**src/common/adc_regs_pkg.sv**
```systemverilog
// constants, selector codes and link states for the converter register front end
package adc_regs_pkg;
    // selector codes of the eight data registers
    localparam logic [2:0] SEL_RESULT   = 3'h0;
    localparam logic [2:0] SEL_ALARM    = 3'h1;
    localparam logic [2:0] SEL_CONFIG   = 3'h2;
    localparam logic [2:0] SEL_LOWER    = 3'h3;
    localparam logic [2:0] SEL_UPPER    = 3'h4;
    localparam logic [2:0] SEL_DEADBAND = 3'h5;
    localparam logic [2:0] SEL_LOWEST   = 3'h6;
    localparam logic [2:0] SEL_HIGHEST  = 3'h7;

    // widths
    localparam int SEL_W        = 3;
    localparam int BYTE_W       = 8;
    localparam int WORD_W       = 16;
    localparam int FLAG_W       = 2;
    localparam int SAMPLE_W_DOC = 12;
    localparam int ADDR_W       = 7;

    // reset values
    localparam logic [15:0] RESULT_RST   = 16'h0000;
    localparam logic [7:0]  ALARM_RST    = 8'h00;
    localparam logic [7:0]  SELECTOR_RST = 8'h00;

    // field positions
    localparam int OVER_BIT    = 1;
    localparam int UNDER_BIT   = 0;
    localparam int SUMMARY_BIT = 15;

    // last bit index within a byte
    localparam logic [2:0] BIT_LAST = 3'h7;

    // bus address of the device; value is arbitrary
    localparam logic [6:0] DEV_ADDR_DFLT = 7'h2a;

    // two-wire slave states, gray coded along the usual path
    typedef enum logic [2:0] {
        ST_IDLE      = 3'b000,
        ST_ADDR      = 3'b001,
        ST_ADDR_ACK  = 3'b011,
        ST_WRITE     = 3'b010,
        ST_WRITE_ACK = 3'b110,
        ST_READ      = 3'b111,
        ST_HOST_ACK  = 3'b101
    } link_state_t;
endpackage

```
**src/verilog/two_wire_byte_slave.sv**
```systemverilog
// two-wire serial slave turning bits into bytes and back
`timescale 1ns/1ns
module two_wire_byte_slave #(
    parameter logic [6:0] DEV_ADDR = adc_regs_pkg::DEV_ADDR_DFLT
) (
    input  wire logic        clock,
    input  wire logic        resetn,
    input  wire logic        scl_in,
    input  wire logic        sda_in,
    output logic             sda_out,
    output logic             sda_oe,
    output logic             frame_start,
    output logic             addr_hit,
    output logic             addr_read,
    output logic             rx_valid,
    output logic [7:0]       rx_data,
    output logic             tx_taken,
    input  wire logic [7:0]  tx_data
);
    import adc_regs_pkg::*;

    logic        scl_ff;
    logic        sda_ff;
    link_state_t state_ff;
    logic [2:0]  bit_cnt_ff;
    logic [7:0]  shift_ff;
    logic        full_ff;
    logic        read_ff;
    logic        sda_oe_ff;
    logic        start_cond;
    logic        stop_cond;
    logic        scl_rise;
    logic        scl_fall;
    logic        addr_match;

    // -----------------------------------------------------------------
    // line events
    // -----------------------------------------------------------------
    // previous line levels for edge and condition detection
    always_ff @(posedge clock or negedge resetn) begin
        if (!resetn) begin
            scl_ff <= 1'b1;
            sda_ff <= 1'b1;
        end else begin
            scl_ff <= scl_in;
            sda_ff <= sda_in;
        end
    end

    // start and stop are data changes while the clock line is high
    assign start_cond = scl_in & scl_ff & sda_ff & ~sda_in;
    assign stop_cond  = scl_in & scl_ff & ~sda_ff & sda_in;
    assign scl_rise   = scl_in & ~scl_ff;
    assign scl_fall   = ~scl_in & scl_ff;
    assign addr_match = (shift_ff[7:1] == DEV_ADDR);

    // -----------------------------------------------------------------
    // byte state machine
    // -----------------------------------------------------------------
    // bits are taken on rising clock, the data line changes on falling
    always_ff @(posedge clock or negedge resetn) begin
        if (!resetn) begin
            state_ff   <= ST_IDLE;
            bit_cnt_ff <= 3'h0;
            shift_ff   <= 8'h00;
            full_ff    <= 1'b0;
            read_ff    <= 1'b0;
            sda_oe_ff  <= 1'b0;
        end else if (start_cond) begin
            state_ff   <= ST_ADDR;
            bit_cnt_ff <= 3'h0;
            full_ff    <= 1'b0;
            sda_oe_ff  <= 1'b0;
        end else if (stop_cond) begin
            state_ff  <= ST_IDLE;
            sda_oe_ff <= 1'b0;
        end else if (scl_rise) begin
            unique case (state_ff)
                ST_ADDR, ST_WRITE: begin
                    shift_ff   <= {shift_ff[6:0], sda_in};
                    bit_cnt_ff <= 3'(bit_cnt_ff + 3'h1);
                    full_ff    <= (bit_cnt_ff == BIT_LAST);
                end
                ST_HOST_ACK: begin
                    if (sda_in) begin
                        state_ff <= ST_IDLE; // host ends the read
                    end
                end
                default: ;
            endcase
        end else if (scl_fall) begin
            unique case (state_ff)
                ST_ADDR: begin
                    if (full_ff) begin
                        full_ff <= 1'b0;
                        if (addr_match) begin
                            state_ff  <= ST_ADDR_ACK;
                            sda_oe_ff <= 1'b1;
                            read_ff   <= shift_ff[0];
                        end else begin
                            state_ff <= ST_IDLE;
                        end
                    end
                end
                ST_WRITE: begin
                    if (full_ff) begin
                        full_ff   <= 1'b0;
                        state_ff  <= ST_WRITE_ACK;
                        sda_oe_ff <= 1'b1;
                    end
                end
                ST_WRITE_ACK: begin
                    state_ff  <= ST_WRITE;
                    sda_oe_ff <= 1'b0;
                end
                ST_ADDR_ACK, ST_HOST_ACK: begin
                    if (state_ff == ST_ADDR_ACK && !read_ff) begin
                        state_ff  <= ST_WRITE;
                        sda_oe_ff <= 1'b0;
                    end else begin
                        state_ff   <= ST_READ;
                        shift_ff   <= tx_data;
                        bit_cnt_ff <= 3'h0;
                        sda_oe_ff  <= ~tx_data[7];
                    end
                end
                ST_READ: begin
                    if (bit_cnt_ff == BIT_LAST) begin
                        state_ff   <= ST_HOST_ACK;
                        bit_cnt_ff <= 3'h0;
                        sda_oe_ff  <= 1'b0;
                    end else begin
                        shift_ff   <= {shift_ff[6:0], 1'b0};
                        bit_cnt_ff <= 3'(bit_cnt_ff + 3'h1);
                        sda_oe_ff  <= ~shift_ff[6];
                    end
                end
                default: ;
            endcase
        end
    end

    // -----------------------------------------------------------------
    // pulses toward the register bank
    // -----------------------------------------------------------------
    always_ff @(posedge clock or negedge resetn) begin
        if (!resetn) begin
            frame_start <= 1'b0;
            addr_hit    <= 1'b0;
            rx_valid    <= 1'b0;
            rx_data     <= 8'h00;
            tx_taken    <= 1'b0;
        end else begin
            frame_start <= start_cond;
            addr_hit    <= scl_fall & (state_ff == ST_ADDR) & full_ff & addr_match;
            rx_valid    <= scl_fall & (state_ff == ST_WRITE) & full_ff;
            rx_data     <= shift_ff;
            tx_taken    <= scl_fall & (((state_ff == ST_ADDR_ACK) & read_ff) | (state_ff == ST_HOST_ACK));
        end
    end

    // open drain: the line is only ever pulled low
    assign sda_out   = 1'b0;
    assign sda_oe    = sda_oe_ff;
    assign addr_read = read_ff;
endmodule

```
**src/verilog/adc_pointer_result_alert_regs.sv**
```systemverilog
// selector, result word and alarm flags of the converter behind a two-wire slave
`timescale 1ns/1ns
module adc_pointer_result_alert_regs #(
    parameter int         SAMPLE_W = adc_regs_pkg::SAMPLE_W_DOC,
    parameter logic [6:0] DEV_ADDR = adc_regs_pkg::DEV_ADDR_DFLT
) (
    input  wire logic                             clock,
    input  wire logic                             resetn,
    input  wire logic                             scl_in,
    input  wire logic                             sda_in,
    output logic                                  sda_out,
    output logic                                  sda_oe,
    input  wire logic                             sample_valid,
    input  wire logic [SAMPLE_W-1:0]              sample_data,
    input  wire logic [SAMPLE_W-1:0]              upper_threshold,
    input  wire logic [SAMPLE_W-1:0]              lower_threshold,
    input  wire logic [SAMPLE_W-1:0]              threshold_deadband,
    input  wire logic                             alert_hold,
    input  wire logic                             summary_enable,
    output logic                                  convert_start,
    output logic [adc_regs_pkg::SEL_W-1:0]        ext_sel,
    output logic                                  ext_wr,
    output logic [adc_regs_pkg::WORD_W-1:0]       ext_wdata,
    input  wire logic [adc_regs_pkg::WORD_W-1:0]  ext_rdata,
    output logic [adc_regs_pkg::FLAG_W-1:0]       alarm_flags
);
    import adc_regs_pkg::*;

    // -----------------------------------------------------------------
    // parameter check
    // -----------------------------------------------------------------
    // the sample must leave the summary bit free
    if (SAMPLE_W < 1 || SAMPLE_W > SUMMARY_BIT) begin : g_bad_width
        $error("SAMPLE_W must lie between 1 and 15");
    end

    // -----------------------------------------------------------------
    // functions
    // -----------------------------------------------------------------
    // alarm and configuration are one byte, all others two
    function automatic logic is_wide(input logic [SEL_W-1:0] sel);
        is_wide = (sel != SEL_ALARM) && (sel != SEL_CONFIG);
    endfunction

    // sample below upper minus deadband, without underflow
    function automatic logic below_band(input logic [SAMPLE_W-1:0] s,
                                        input logic [SAMPLE_W-1:0] u,
                                        input logic [SAMPLE_W-1:0] d);
        below_band = ({1'b0, s} + {1'b0, d}) < {1'b0, u};
    endfunction

    // sample above lower plus deadband, without overflow
    function automatic logic above_band(input logic [SAMPLE_W-1:0] s,
                                        input logic [SAMPLE_W-1:0] l,
                                        input logic [SAMPLE_W-1:0] d);
        above_band = {1'b0, s} > ({1'b0, l} + {1'b0, d});
    endfunction

    // -----------------------------------------------------------------
    // declarations
    // -----------------------------------------------------------------
    logic                frame_start;
    logic                addr_hit;
    logic                addr_read;
    logic                rx_valid;
    logic [BYTE_W-1:0]   rx_data;
    logic                tx_taken;
    logic [BYTE_W-1:0]   tx_byte_ff;
    logic [BYTE_W-1:0]   lo_byte_ff;
    logic                lo_pending_ff;
    logic [BYTE_W-1:0]   selector_ff;
    logic                expect_sel_ff;
    logic                hi_pending_ff;
    logic [BYTE_W-1:0]   hi_byte_ff;
    logic [SAMPLE_W-1:0] result_ff;
    logic [FLAG_W-1:0]   alarm_ff;
    logic [FLAG_W-1:0]   nxt_alarm;
    logic                convert_start_ff;
    logic                ext_wr_ff;
    logic [WORD_W-1:0]   ext_wdata_ff;
    logic [SEL_W-1:0]    sel;
    logic                wide;
    logic                commit;
    logic [WORD_W-1:0]   wr_word;
    logic [WORD_W-1:0]   rd_word;
    logic                summary;
    logic                read_begin;

    // -----------------------------------------------------------------
    // serial link
    // -----------------------------------------------------------------
    two_wire_byte_slave #(
        .DEV_ADDR (DEV_ADDR)
    ) two_wire_byte_slave_inst (
        .clock       (clock),
        .resetn      (resetn),
        .scl_in      (scl_in),
        .sda_in      (sda_in),
        .sda_out     (sda_out),
        .sda_oe      (sda_oe),
        .frame_start (frame_start),
        .addr_hit    (addr_hit),
        .addr_read   (addr_read),
        .rx_valid    (rx_valid),
        .rx_data     (rx_data),
        .tx_taken    (tx_taken),
        .tx_data     (tx_byte_ff)
    );

    // -----------------------------------------------------------------
    // selector and write assembly
    // -----------------------------------------------------------------
    // only the low selector bits decode a register
    assign sel  = selector_ff[SEL_W-1:0];
    assign wide = is_wide(sel);

    // a data byte completes a write when the register is full
    assign commit  = rx_valid & ~expect_sel_ff & (~wide | hi_pending_ff);
    assign wr_word = wide ? {hi_byte_ff, rx_data} : {{(WORD_W-BYTE_W){1'b0}}, rx_data};

    // first data byte of every write frame is the selector
    always_ff @(posedge clock or negedge resetn) begin
        if (!resetn) begin
            selector_ff   <= SELECTOR_RST;
            expect_sel_ff <= 1'b0;
            hi_pending_ff <= 1'b0;
            hi_byte_ff    <= 8'h00;
        end else if (frame_start) begin
            expect_sel_ff <= 1'b0;
            hi_pending_ff <= 1'b0;
        end else if (addr_hit && !addr_read) begin
            expect_sel_ff <= 1'b1;
            hi_pending_ff <= 1'b0;
        end else if (rx_valid) begin
            if (expect_sel_ff) begin
                selector_ff   <= rx_data;
                expect_sel_ff <= 1'b0;
            end else if (wide && !hi_pending_ff) begin
                hi_byte_ff    <= rx_data;
                hi_pending_ff <= 1'b1;
            end else begin
                hi_pending_ff <= 1'b0;
            end
        end
    end

    // -----------------------------------------------------------------
    // outside registers
    // -----------------------------------------------------------------
    // configuration, limits and extremes live beyond this block
    always_ff @(posedge clock or negedge resetn) begin
        if (!resetn) begin
            ext_wr_ff    <= 1'b0;
            ext_wdata_ff <= 16'h0000;
        end else begin
            ext_wr_ff <= commit & (sel != SEL_RESULT) & (sel != SEL_ALARM);
            if (commit) begin
                ext_wdata_ff <= wr_word;
            end
        end
    end

    assign ext_sel   = sel;
    assign ext_wr    = ext_wr_ff;
    assign ext_wdata = ext_wdata_ff;

    // -----------------------------------------------------------------
    // conversion result
    // -----------------------------------------------------------------
    // only a finished conversion updates the word, never the bus
    always_ff @(posedge clock or negedge resetn) begin
        if (!resetn) begin
            result_ff <= RESULT_RST[SAMPLE_W-1:0];
        end else if (sample_valid) begin
            result_ff <= sample_data;
        end
    end

    // -----------------------------------------------------------------
    // alarm flags
    // -----------------------------------------------------------------
    // a set in the same cycle as a clear wins
    always_comb begin
        nxt_alarm = alarm_ff;
        if (commit && sel == SEL_ALARM && wr_word[OVER_BIT]) begin
            nxt_alarm[OVER_BIT] = 1'b0;
        end
        if (commit && sel == SEL_ALARM && wr_word[UNDER_BIT]) begin
            nxt_alarm[UNDER_BIT] = 1'b0;
        end
        if (sample_valid) begin
            if (!alert_hold && below_band(sample_data, upper_threshold, threshold_deadband)) begin
                nxt_alarm[OVER_BIT] = 1'b0;
            end
            if (!alert_hold && above_band(sample_data, lower_threshold, threshold_deadband)) begin
                nxt_alarm[UNDER_BIT] = 1'b0;
            end
            if (sample_data > upper_threshold) begin
                nxt_alarm[OVER_BIT] = 1'b1;
            end
            if (sample_data < lower_threshold) begin
                nxt_alarm[UNDER_BIT] = 1'b1;
            end
        end
    end

    // flag storage
    always_ff @(posedge clock or negedge resetn) begin
        if (!resetn) begin
            alarm_ff <= ALARM_RST[FLAG_W-1:0];
        end else begin
            alarm_ff <= nxt_alarm;
        end
    end

    assign alarm_flags = alarm_ff;

    // -----------------------------------------------------------------
    // read path
    // -----------------------------------------------------------------
    // summary bit shows either flag while enabled
    assign summary = summary_enable & (|alarm_ff);

    // word behind the current selector
    always_comb begin
        rd_word = '0;
        unique case (sel)
            SEL_RESULT: begin
                rd_word[SAMPLE_W-1:0]  = result_ff;
                rd_word[SUMMARY_BIT]   = summary;
            end
            SEL_ALARM: begin
                rd_word[FLAG_W-1:0] = alarm_ff;
            end
            default: begin
                rd_word = ext_rdata;
            end
        endcase
    end

    assign read_begin = addr_hit & addr_read;

    // next byte to shift out, high byte of a wide register first
    always_ff @(posedge clock or negedge resetn) begin
        if (!resetn) begin
            tx_byte_ff    <= 8'h00;
            lo_byte_ff    <= 8'h00;
            lo_pending_ff <= 1'b0;
        end else if (read_begin || (tx_taken && !lo_pending_ff)) begin
            tx_byte_ff    <= wide ? rd_word[WORD_W-1:BYTE_W] : rd_word[BYTE_W-1:0];
            lo_byte_ff    <= rd_word[BYTE_W-1:0];
            lo_pending_ff <= wide;
        end else if (tx_taken) begin
            tx_byte_ff    <= lo_byte_ff;
            lo_pending_ff <= 1'b0;
        end
    end

    // -----------------------------------------------------------------
    // conversion request
    // -----------------------------------------------------------------
    // a read of the result word asks the converter for a new sample
    always_ff @(posedge clock or negedge resetn) begin
        if (!resetn) begin
            convert_start_ff <= 1'b0;
        end else begin
            convert_start_ff <= read_begin & (sel == SEL_RESULT);
        end
    end

    assign convert_start = convert_start_ff;
endmodule

```
**config.mk**
```make
export PLATFORM = sky130hd
export DESIGN_NAME = adc_pointer_result_alert_regs
export DESIGN_NICKNAME = d
export VERILOG_FILES = /design/src/common/adc_regs_pkg.sv /design/src/verilog/two_wire_byte_slave.sv /design/src/verilog/adc_pointer_result_alert_regs.sv
export SDC_FILE = /design/constraint.sdc
export NUM_CORES = 1
export LEC_CHECK = 0
export BUFFER_PORTS_ARGS = -buffer_cell sky130_fd_sc_hd__buf_4
export CAP_MARGIN = 30
export CORE_ASPECT_RATIO = 0.5
export CORE_MARGIN = 2
export CORE_UTILIZATION = 58
export DETAILED_ROUTE_END_ITERATION = 16
export GPL_TIMING_DRIVEN = 0
export PLACE_DENSITY = 0.81
export REMOVE_ABC_BUFFERS = 1
export SLEW_MARGIN = 10
export SYNTH_ARGS = -nofsm -noshare
export SYNTH_HDL_FRONTEND = slang
export SYNTH_SLANG_ARGS = --single-unit
```
**constraint.sdc**
```tcl
create_clock -name clock -period 2.5 [get_ports clock]
set_input_delay 0.5 -clock clock [delete_from_list [all_inputs] [get_ports clock]]
set_output_delay 0.5 -clock clock [all_outputs]
set_load 0.02 [all_outputs]
```
# [After elaboration in Yosys (flattened, before gate mapping)]
# Index checks and enable logic that the tools add are counted.
[op_classes] order_cmp=4 bitwise_logic=36 reduce_logical=40 n_mux=67 addsub=3 n_eq_ne=28
[ops] cell="$mux W8" count=8
[ops] cell="$mux W3" count=18
[ops] cell="$mux W1" count=31
[ops] cell="$add A12 B12 Y13" count=2
[ops] cell="$and A1 B1 Y1" count=21
[ops] cell="$reduce_and A7 Y1" count=3
[ops] cell="$pmux W10 S2" count=1
[ops] cell="$mux W16" count=1
[ops] cell="$pmux W8 S2" count=1
[ops] cell="$ne A3 B2 Y1 const B" count=5
[ops] cell="$ne A5 B1 Y1 const B" count=3
[ops] cell="$pmux W3 S5" count=1
[ops] cell="$reduce_bool A3 Y1" count=5
[ops] cell="$gt A12 B13 Y1" count=1
[ops] cell="$lt A13 B12 Y1" count=1
[ops] cell="$not A1 Y1" count=13
[ops] cell="$eq A3 B3 Y1 const B" count=4
[ops] cell="$gt A12 B12 Y1" count=1
[ops] cell="$lt A12 B12 Y1" count=1
[ops] cell="$ne A4 B1 Y1 const B" count=3
[ops] cell="$ne A4 B2 Y1 const B" count=3
[ops] cell="$logic_and A1 B1 Y1" count=10
[ops] cell="$reduce_and A5 Y1" count=2
[ops] cell="$ne A3 B1 Y1 const B" count=3
[ops] cell="23 further kinds" count=36
[word_totals] in_bits=71 ff_bits=93 output_inout_bits=25 wordCells=203

# [Longest topological paths before layout]
# Gate-level depths: netlist (run 1).
[depth] word_depth=11 ltp_mapped=15 ltp_nobuf=15

# [Modules after synthesis]
# From an unflattened synthesis (run 1), not the netlist that was laid out.
[unflattened] hier_cells=667 hier_area_um2=6477.5
[by_module_without_submodules] mod="adc_pointer_result_alert_regs" seq_area_each_um2=1551.5 area_each_um2=4745.8 instances=1 cells_each=504
[by_module_without_submodules] mod="two_wire_byte_slave" seq_area_each_um2=778.2 area_each_um2=1731.7 instances=1 cells_each=163

# [Worst setup path before layout (run 1)]
# No wires, ideal clock.
[synth_timing] path_kind="input port to flip-flop" from="input port lower_threshold[2]" to="register alarm_ff[0], in the netlist alarm_flags[0]" t_arrival_ps=3208 path_slack_ps=-844 cell_stages=13 setup_time_ps=135 n_path_buf=0 cell_sequence="ha_1 -> and3_1 -> a2111oi_4 -> nand4b_1 -> a21boi_1 -> o41a_1 -> xnor2_1 -> ha_1 -> nor2_1 -> a2111oi_0 -> o311ai_0 -> a311oi_1 -> o32ai_1"
[synth_between] elab_chain_cells=6 elab_cells_between_ends=7 cone_classes="add/sub (1); order compare (2); mux (3); reduce/logical (1)"
[synth_rtl] element="start: declaration" line="adc_pointer_result_alert_regs.sv:16" rtl="input wire logic [SAMPLE_W-1:0] lower_threshold,"
[synth_rtl] element="$add A12 B12 Y13" line="adc_pointer_result_alert_regs.sv:56" rtl="above_band = {1'b0, s} > ({1'b0, l} + {1'b0, d});"
[synth_rtl] element="$gt A12 B13 Y1" line="adc_pointer_result_alert_regs.sv:56"
[synth_rtl] element="$logic_and A1 B1 Y1" line="adc_pointer_result_alert_regs.sv:195" rtl="if (!alert_hold && above_band(sample_data, lower_threshold, threshold_deadband)) begin"
[synth_rtl] element="$mux W1" line="adc_pointer_result_alert_regs.sv:195"
[synth_rtl] element="$mux W1 *" line="adc_pointer_result_alert_regs.sv:201" rtl="if (sample_data < lower_threshold) begin"
[synth_rtl] element="$mux W2 *" line="adc_pointer_result_alert_regs.sv:191" rtl="if (sample_valid) begin"
[synth_rtl] element="named net nxt_alarm[0]" line="adc_pointer_result_alert_regs.sv:77" rtl="logic [FLAG_W-1:0] nxt_alarm;"
[synth_rtl] element="end signal: assignment" line="adc_pointer_result_alert_regs.sv:210" rtl="alarm_ff <= ALARM_RST[FLAG_W-1:0];"
[synth_rtl] element="end signal: assignment" line="adc_pointer_result_alert_regs.sv:212" rtl="alarm_ff <= nxt_alarm;"
[synth_rtl] element="end: declaration" line="adc_pointer_result_alert_regs.sv:76" rtl="logic [FLAG_W-1:0] alarm_ff;"
# Mark *: on every way through the listed nets, which the timed path passes. The rest lies on a longest branch.
# A chain may end at the register's enable or synchronous reset.

# [Worst setup path after layout (run 1)]
[layout_timing] from="input port lower_threshold[4]" to="register alarm_ff[0], in the netlist alarm_flags[0]"
# The elaborated chain is that of the path after synthesis.

==> impl_metrics.csv, run 1 <==
group,metric,value,unit
synthesis,synth_edf_count,0,
detailed_routing,drt_iter0_drc,327,
placement,pre_cts_ws,-1400,ps
synthesis,seq_area_frac_synth,0.363,
layout,area_growth,23.9,%
clock_tree,cts.htree.levels,3,
clock_tree,cts-root-buf,"clkbuf_16",
critical_path,timing.rr.end,"two_wire_byte_slave_inst.shift_ff[0]",
critical_path,startpoint_type,"input pin",
sta,finalSetupViolCount,2,
clock_tree,numCtsBuffers,9,
layout,finalInstanceArea,7960,µm²
placement,dp.final_hpwl,11300,µm
sta,finalCritPeriodShare,1.31,
run,maxCapViolCount,0,
clock_tree,cts_tree,"done",
synthesis,syn_avg_cell_area,9.78,µm²
die,core_area,10900,µm²
synthesis,synth-warning-count,0,
die,num_io_pins,96,
global_routing,grtUsageTotal,0.263,
detailed_routing,vias,5390,
clock_tree,clk_pin_slew,70,ps
critical_path,ff2ff_path_depth,8,
critical_path,crit_required,2700,ps
sta,worst_slack,-767,ps
sta,post-route-min-period,3270,ps
detailed_routing,post_drt_wl_per_cell,16.9,µm
die,dieHeight,78.4,µm
global_routing,grt_pass1_wl,25600,µm
clock_tree,clockBufferDepth,2,
global_routing,antenna_found_initial,0,
sta,hold_viol,0,
sta,worst_pin_slew,1010,ps
synthesis,synth-seq-cells,93,
status,status,"complete, but fails checks",
critical_path,crit_chain,"buf_8 > ha_4 > and3_4 > a2111oi_4 > nand4b_1 > a21boi_2 > o41a_1 > xnor2_2 > ha_2 > a211oi_4 > a2111oi_2 > o311ai_1 > a311oi_1 > o32ai_1",
worst_hold_path,hp-class,"in -> async",
synthesis,synth_ff_type,"dfrtp_1",
status,violations,"setup timing",
sta,rsz0062_at_grt,"true",
critical_path,cp.depth,14,
sta,drv_slew,0,
pwr,irDropWorstVdd,371,µV
detailed_routing,via_per_inst,5.92,
critical_path,critical_path_buf_inv_count,1,
sta,max_freq,0.306,GHz
clock_tree,cts_sinks,93,
die,dieArea,12000,µm²
critical_path,crit_family,"compound AO/OA/AOI/OAI gates",
detailed_routing,drtAntennaViolNets,0,
placement,gp_congestion,0.905,
die,die_w,153,µm
layout,post-route-util,0.732,
sta,slew-limit-headroom,0.327,
critical_path,rr_startpoint,"two_wire_byte_slave_inst.scl_ff",
critical_path,r2r_slack,170,ps
layout,final_common_cell,"buf_4",
synthesis,synth.distinct_cells,73,
layout,fin_nets,909,
layout,layout_common_cells,"buf_4, dfrtp_1, ha_1",
pwr,leakagePower,3.81,nW
placement,dpl_cell_area,7220,µm²
detailed_routing,drt-pass1-iter-count,5,
synthesis,netlist_area,6420,µm²
pwr,power,4.52,mW
critical_path,worst-path-max-fanout,5,
critical_path,critPathMaxStageDelay,410,ps
die,num_rows,27,
global_routing,overflow,0,
critical_path,path_class,"in -> reg",
synthesis,synthArstFlopShare,1.00,
critical_path,crit_path_end_kind,"flip-flop",
pwr,powerDensity,567,nW/µm²
detailed_routing,drt-total-wl,15400,µm
critical_path,cp_data_arrival_time,3470,ps
sta,fin_skew,8.41,ps
synthesis,synth_cells,657,
layout,drive_gt1_frac,0.298,
clock_tree,clk_latency,340,ps
placement,port_buffers,94,
die,start_util,0.591,
detailed_routing,drc,0,
critical_path,cp_slowest_cell,"a2111oi_4",
global_routing,grt_max_degree,50,
layout,diodes,0,
global_routing,grt_pass1_vias,5262,
==> cells by family after synthesis <==
group	after synthesis	share of synthesized area
adder cells (fa/ha/maj)	77	0.152
XOR/XNOR	21	0.0286
AND/OR/NAND/NOR	188	0.148
flip-flops	93	0.363
buffers and inverters	66	0.0450
other	1	0.000584
AO/OA/AOI/OAI	157	0.164
multiplexers	54	0.0989
==> how the worst max path moves through the flow <==
stage	from	end	slack (ps)
after global placement	lower_threshold[2]	alarm_flags[0]	-1280
final	lower_threshold[4]	alarm_flags[0]	-770
after detailed placement	lower_threshold[3]	alarm_flags[0]	-1400
after CTS	lower_threshold[1]	alarm_flags[0]	-740
after floorplan	lower_threshold[2]	alarm_flags[0]	-840
after global routing	threshold_deadband[0]	alarm_flags[1]	-830
==> power by group <==
group          internal (mW)  switching [mW]  total, mW
Combinational          0.636           0.570       1.21
Clock                  0.881           0.570       1.45
Sequential              1.68           0.182       1.86
Total                   3.19            1.32       4.52
==> worst reg2reg max path, stage by stage, from the launching register on <==
cell	delay, ps
dfstp_2	540
inv_1	40
ha_2	270
and3b_1	240
o21ai_1	70
a21oi_1	170
a31oi_1	60
or3_4	490
mux2_4	330
==> through the flow <==
stage               setup TNS (ps)  cells  hold slack (ps)
floorplan                    -1630    636              204
global placement             -4090    875              385
detailed placement           -4510    876              385
CTS                          -1320    904              178
global route                 -1660    911              207
finish                       -1430    911              161
==> synthesized netlist by cell type (all sizes together) (3+ instances only) <==
library cell	count	share of area
nor2b	12	0.013
xor2	9	0.012
and3	4	0.0039
a21oi	38	0.030
o21ai	40	0.031
o22ai	3	0.0029
xnor2	12	0.016
o221ai	4	0.0055
o21a	8	0.0093
nor2	49	0.029
clkbuf	9	0.0053
ha	75	0.15
mux2	49	0.091
nand2b	9	0.0099
o311ai	3	0.0041
buf	12	0.013
inv	45	0.026
mux2i	5	0.0078
dfrtp	91	0.35
a21o	10	0.012
nand2	56	0.033
nor3	10	0.0078
a22o	3	0.0041
and2	4	0.0043
or3	5	0.0049
o211ai	6	0.0070
a21boi	3	0.0035
a22oi	3	0.0035
nand4	8	0.0078
nor3b	12	0.014
nand3	8	0.0062
o2111ai	3	0.0051
a31oi	7	0.0078
a2111oi	4	0.0093
a211oi	6	0.0070
==> routing by layer <==
| metal | track usage | part of all wire | vias up |
|---|---|---|---|
| li1 | - | - | 2573 |
| met5 | 0 | 0 | - |
| met3 | 0.0508 | 0.053 | 31 |
| met1 | 0.317 | 0.42 | 2597 |
| met2 | 0.483 | 0.50 | 189 |
| met4 | 0.0833 | 0.023 | 0 |
==> state kept, by name (all words and copies together) (netlist names), 2 cells and up <==
signal / flops
tx_byte_ff: 8
lo_byte_ff: 8
two_wire_byte_slave_inst.state_ff: 3
alarm_flags: 2
result_ff: 12
ext_wdata: 16
selector_ff: 3
two_wire_byte_slave_inst.rx_data: 8
two_wire_byte_slave_inst.bit_cnt_ff: 3
hi_byte_ff: 8
two_wire_byte_slave_inst.shift_ff: 8
==> what timing repair did <==
| action | CTS | global route |
|---|---|---|
| endpoints found under the setup margin | 18 | 10 |
| resized for setup | 41 | 15 |
| buffers inserted | 12 | 7 |
| hold buffers | 0 | 0 |
| pin swaps | 27 | 25 |
==> final cells by class <==
cell class / instances / area (µm²)
Multi-Input combinational cell: 498 / 4050
Timing Repair Buffer: 114 / 913
Inverter: 45 / 169
Sequential cell: 93 / 2330
Tap cell: 145 / 181
Clock inverter: 5 / 83.8
Fill cell: 798 / 2920
Clock buffer: 11 / 233
No activity file was read; power rests on OpenSTA's default activity.
==> run 2: changes to the inputs <==
- clock period: 2.5 -> 3.7 ns (I/O delays scaled with it)
==> impl_metrics.csv, run 2 (same netlist as run 1, synthesis figures left out) <==
group,metric,value,unit
detailed_routing,drt-total-wl,14700,µm
critical_path,cp_slowest_cell,"a2111oi_4",
critical_path,crit_path_end_kind,"flip-flop",
layout,fin_nets,893,
clock_tree,ctsHoldBuffers,0,
placement,port_buffers,94,
detailed_routing,via_per_inst,5.90,
detailed_routing,vias,5278,
critical_path,ff2ff_path_depth,8,
critical_path,path_class,"in -> reg",
placement,pre_cts_ws,-445,ps
critical_path,cp_data_arrival_time,3770,ps
clock_tree,clk_pin_slew,70,ps
die,die_w,153,µm
critical_path,worst-path-max-fanout,4,
run,maxCapViolCount,0,
sta,post-route-min-period,3570,ps
worst_hold_path,hp-class,"in -> async",
detailed_routing,drtAntennaViolNets,0,
placement,dp.final_hpwl,11300,µm
layout,largest_reg_flops,16,
die,start_util,0.591,
detailed_routing,drt-pass1-iter-count,5,
critical_path,startpoint_type,"input pin",
layout,drive_gt1_frac,0.243,
sta,worst_pin_slew,983,ps
critical_path,crit_chain,"buf_4 > ha_1 > and3_1 > a2111oi_4 > nand4b_1 > a21boi_1 > o41a_1 > xnor2_1 > ha_1 > nor2_1 > a2111oi_2 > o311ai_1 > a311oi_1 > o32ai_1",
global_routing,grt_pass1_vias,5091,
critical_path,critPathMaxStageDelay,360,ps
detailed_routing,drt_iter0_drc,299,
clock_tree,numCtsBuffers,9,
layout,layout_common_cells,"buf_4, dfrtp_1, ha_1",
sta,worst_slack,134,ps
global_routing,grtUsageTotal,0.252,
critical_path,rr_startpoint,"two_wire_byte_slave_inst.scl_ff",
die,num_rows,27,
pwr,powerDensity,390,nW/µm²
clock_tree,cts-root-buf,"clkbuf_16",
sta,finalSetupViolCount,0,
die,num_io_pins,96,
die,dieArea,12000,µm²
status,status,"completed",
detailed_routing,drc,0,
layout,final_common_cell,"buf_4",
sta,rsz0062_at_grt,"false",
clock_tree,clk_latency,340,ps
global_routing,overflow,0,
detailed_routing,post_drt_wl_per_cell,16.4,µm
sta,hold_viol,0,
critical_path,crit_family,"compound AO/OA/AOI/OAI gates",
critical_path,cp.depth,14,
sta,max_freq,0.280,GHz
critical_path,crit_required,3910,ps
critical_path,critical_path_buf_inv_count,1,
sta,fin_skew,8.63,ps
clock_tree,clockBufferDepth,2,
pwr,leakagePower,3.70,nW
placement,gp_congestion,0.905,
die,core_area,10900,µm²
sta,drv_slew,0,
pwr,irDropWorstVdd,250,µV
die,dieHeight,78.4,µm
global_routing,grt_max_degree,50,
layout,area_growth,18.1,%
critical_path,cpMostUsedCell,"ha_1",
global_routing,grt_pass1_wl,24600,µm
global_routing,antenna_found_initial,0,
clock_tree,cts_sinks,93,
layout,diodes,0,
sta,finalCritPeriodShare,0.964,
clock_tree,cts_tree,"done",
pwr,power,2.96,mW
sta,slew-limit-headroom,0.343,
clock_tree,cts.htree.levels,3,
critical_path,crit_path_start,"lower_threshold[2]",
## run 2: changes by cell type in the layout (fill, tap and decap cells not counted), moves of 3 or more
| cell | previous run | this run |
|---|---|---|
| a211oi_1 | 2 | 5 |
| ha_1 | 62 | 75 |
| buf_4 | 105 | 97 |
| ha_2 | 3 | 0 |
| ha_4 | 10 | 0 |
| buf_6 | 6 | 0 |
## run 2: power by group
| part | internal [mW] | switching (mW) | leakage, nW |
|---|---|---|---|
| Sequential | 1.13 | 0.122 | 1.15 |
| Combinational | 0.373 | 0.352 | 2.41 |
| Clock | 0.595 | 0.384 | 0.146 |
## run 2: area by class of cell
type                            instances  area [µm²]
Clock buffer                           11         233
Clock inverter                          5        83.8
Fill cell                             858        3290
Inverter                               45         169
Multi-Input combinational cell        498        3830
Sequential cell                        93        2330
Tap cell                              145         181
Timing Repair Buffer                   98         756
## run 2: metrics by stage
step / instance area, µm² / utilization / setup TNS, ps / hold WS, ps / instances
6_report: 7590 / 0.697 / 0 / 401 / 895
5_1_grt: 7590 / 0.697 / 0 / 424 / 895
4_1_cts: 7550 / 0.695 / 0 / 415 / 893
3_5_place_dp: 7220 / 0.664 / -840 / 385 / 876
3_3_place_gp: 7190 / 0.661 / -633 / 385 / 875
2_1_floorplan: 6300 / - / 0 / 367 / 636
## run 2: final timing paths
kind	to	slack, ps
worst max-delay path	alarm_flags[0]	130
worst max register to register	two_wire_byte_slave_inst.shift_ff[7]	1050
worst min-delay path	lo_byte_ff[3]	400
max in group asynchronous	two_wire_byte_slave_inst.sda_ff	2620
worst min register to register	two_wire_byte_slave_inst.rx_data[7]	400
min in group clock	two_wire_byte_slave_inst.rx_data[7]	400
## run 2: routing by layer
| layer | track usage | up-vias | part of all wire |
|---|---|---|---|
| met5 | 0 | - | 0 |
| met1 | 0.313 | 2548 | 0.44 |
| met2 | 0.462 | 156 | 0.50 |
| met3 | 0.0425 | 23 | 0.044 |
| met4 | 0.0639 | 0 | 0.019 |
| li1 | - | 2551 | - |
## run 2: repair_timing
item                       CTS  global route
gates resized for setup      4             4
setup buffers                1             2
cloned                       0             0
setup endpoints to repair    2             2
pin swaps                    2             7
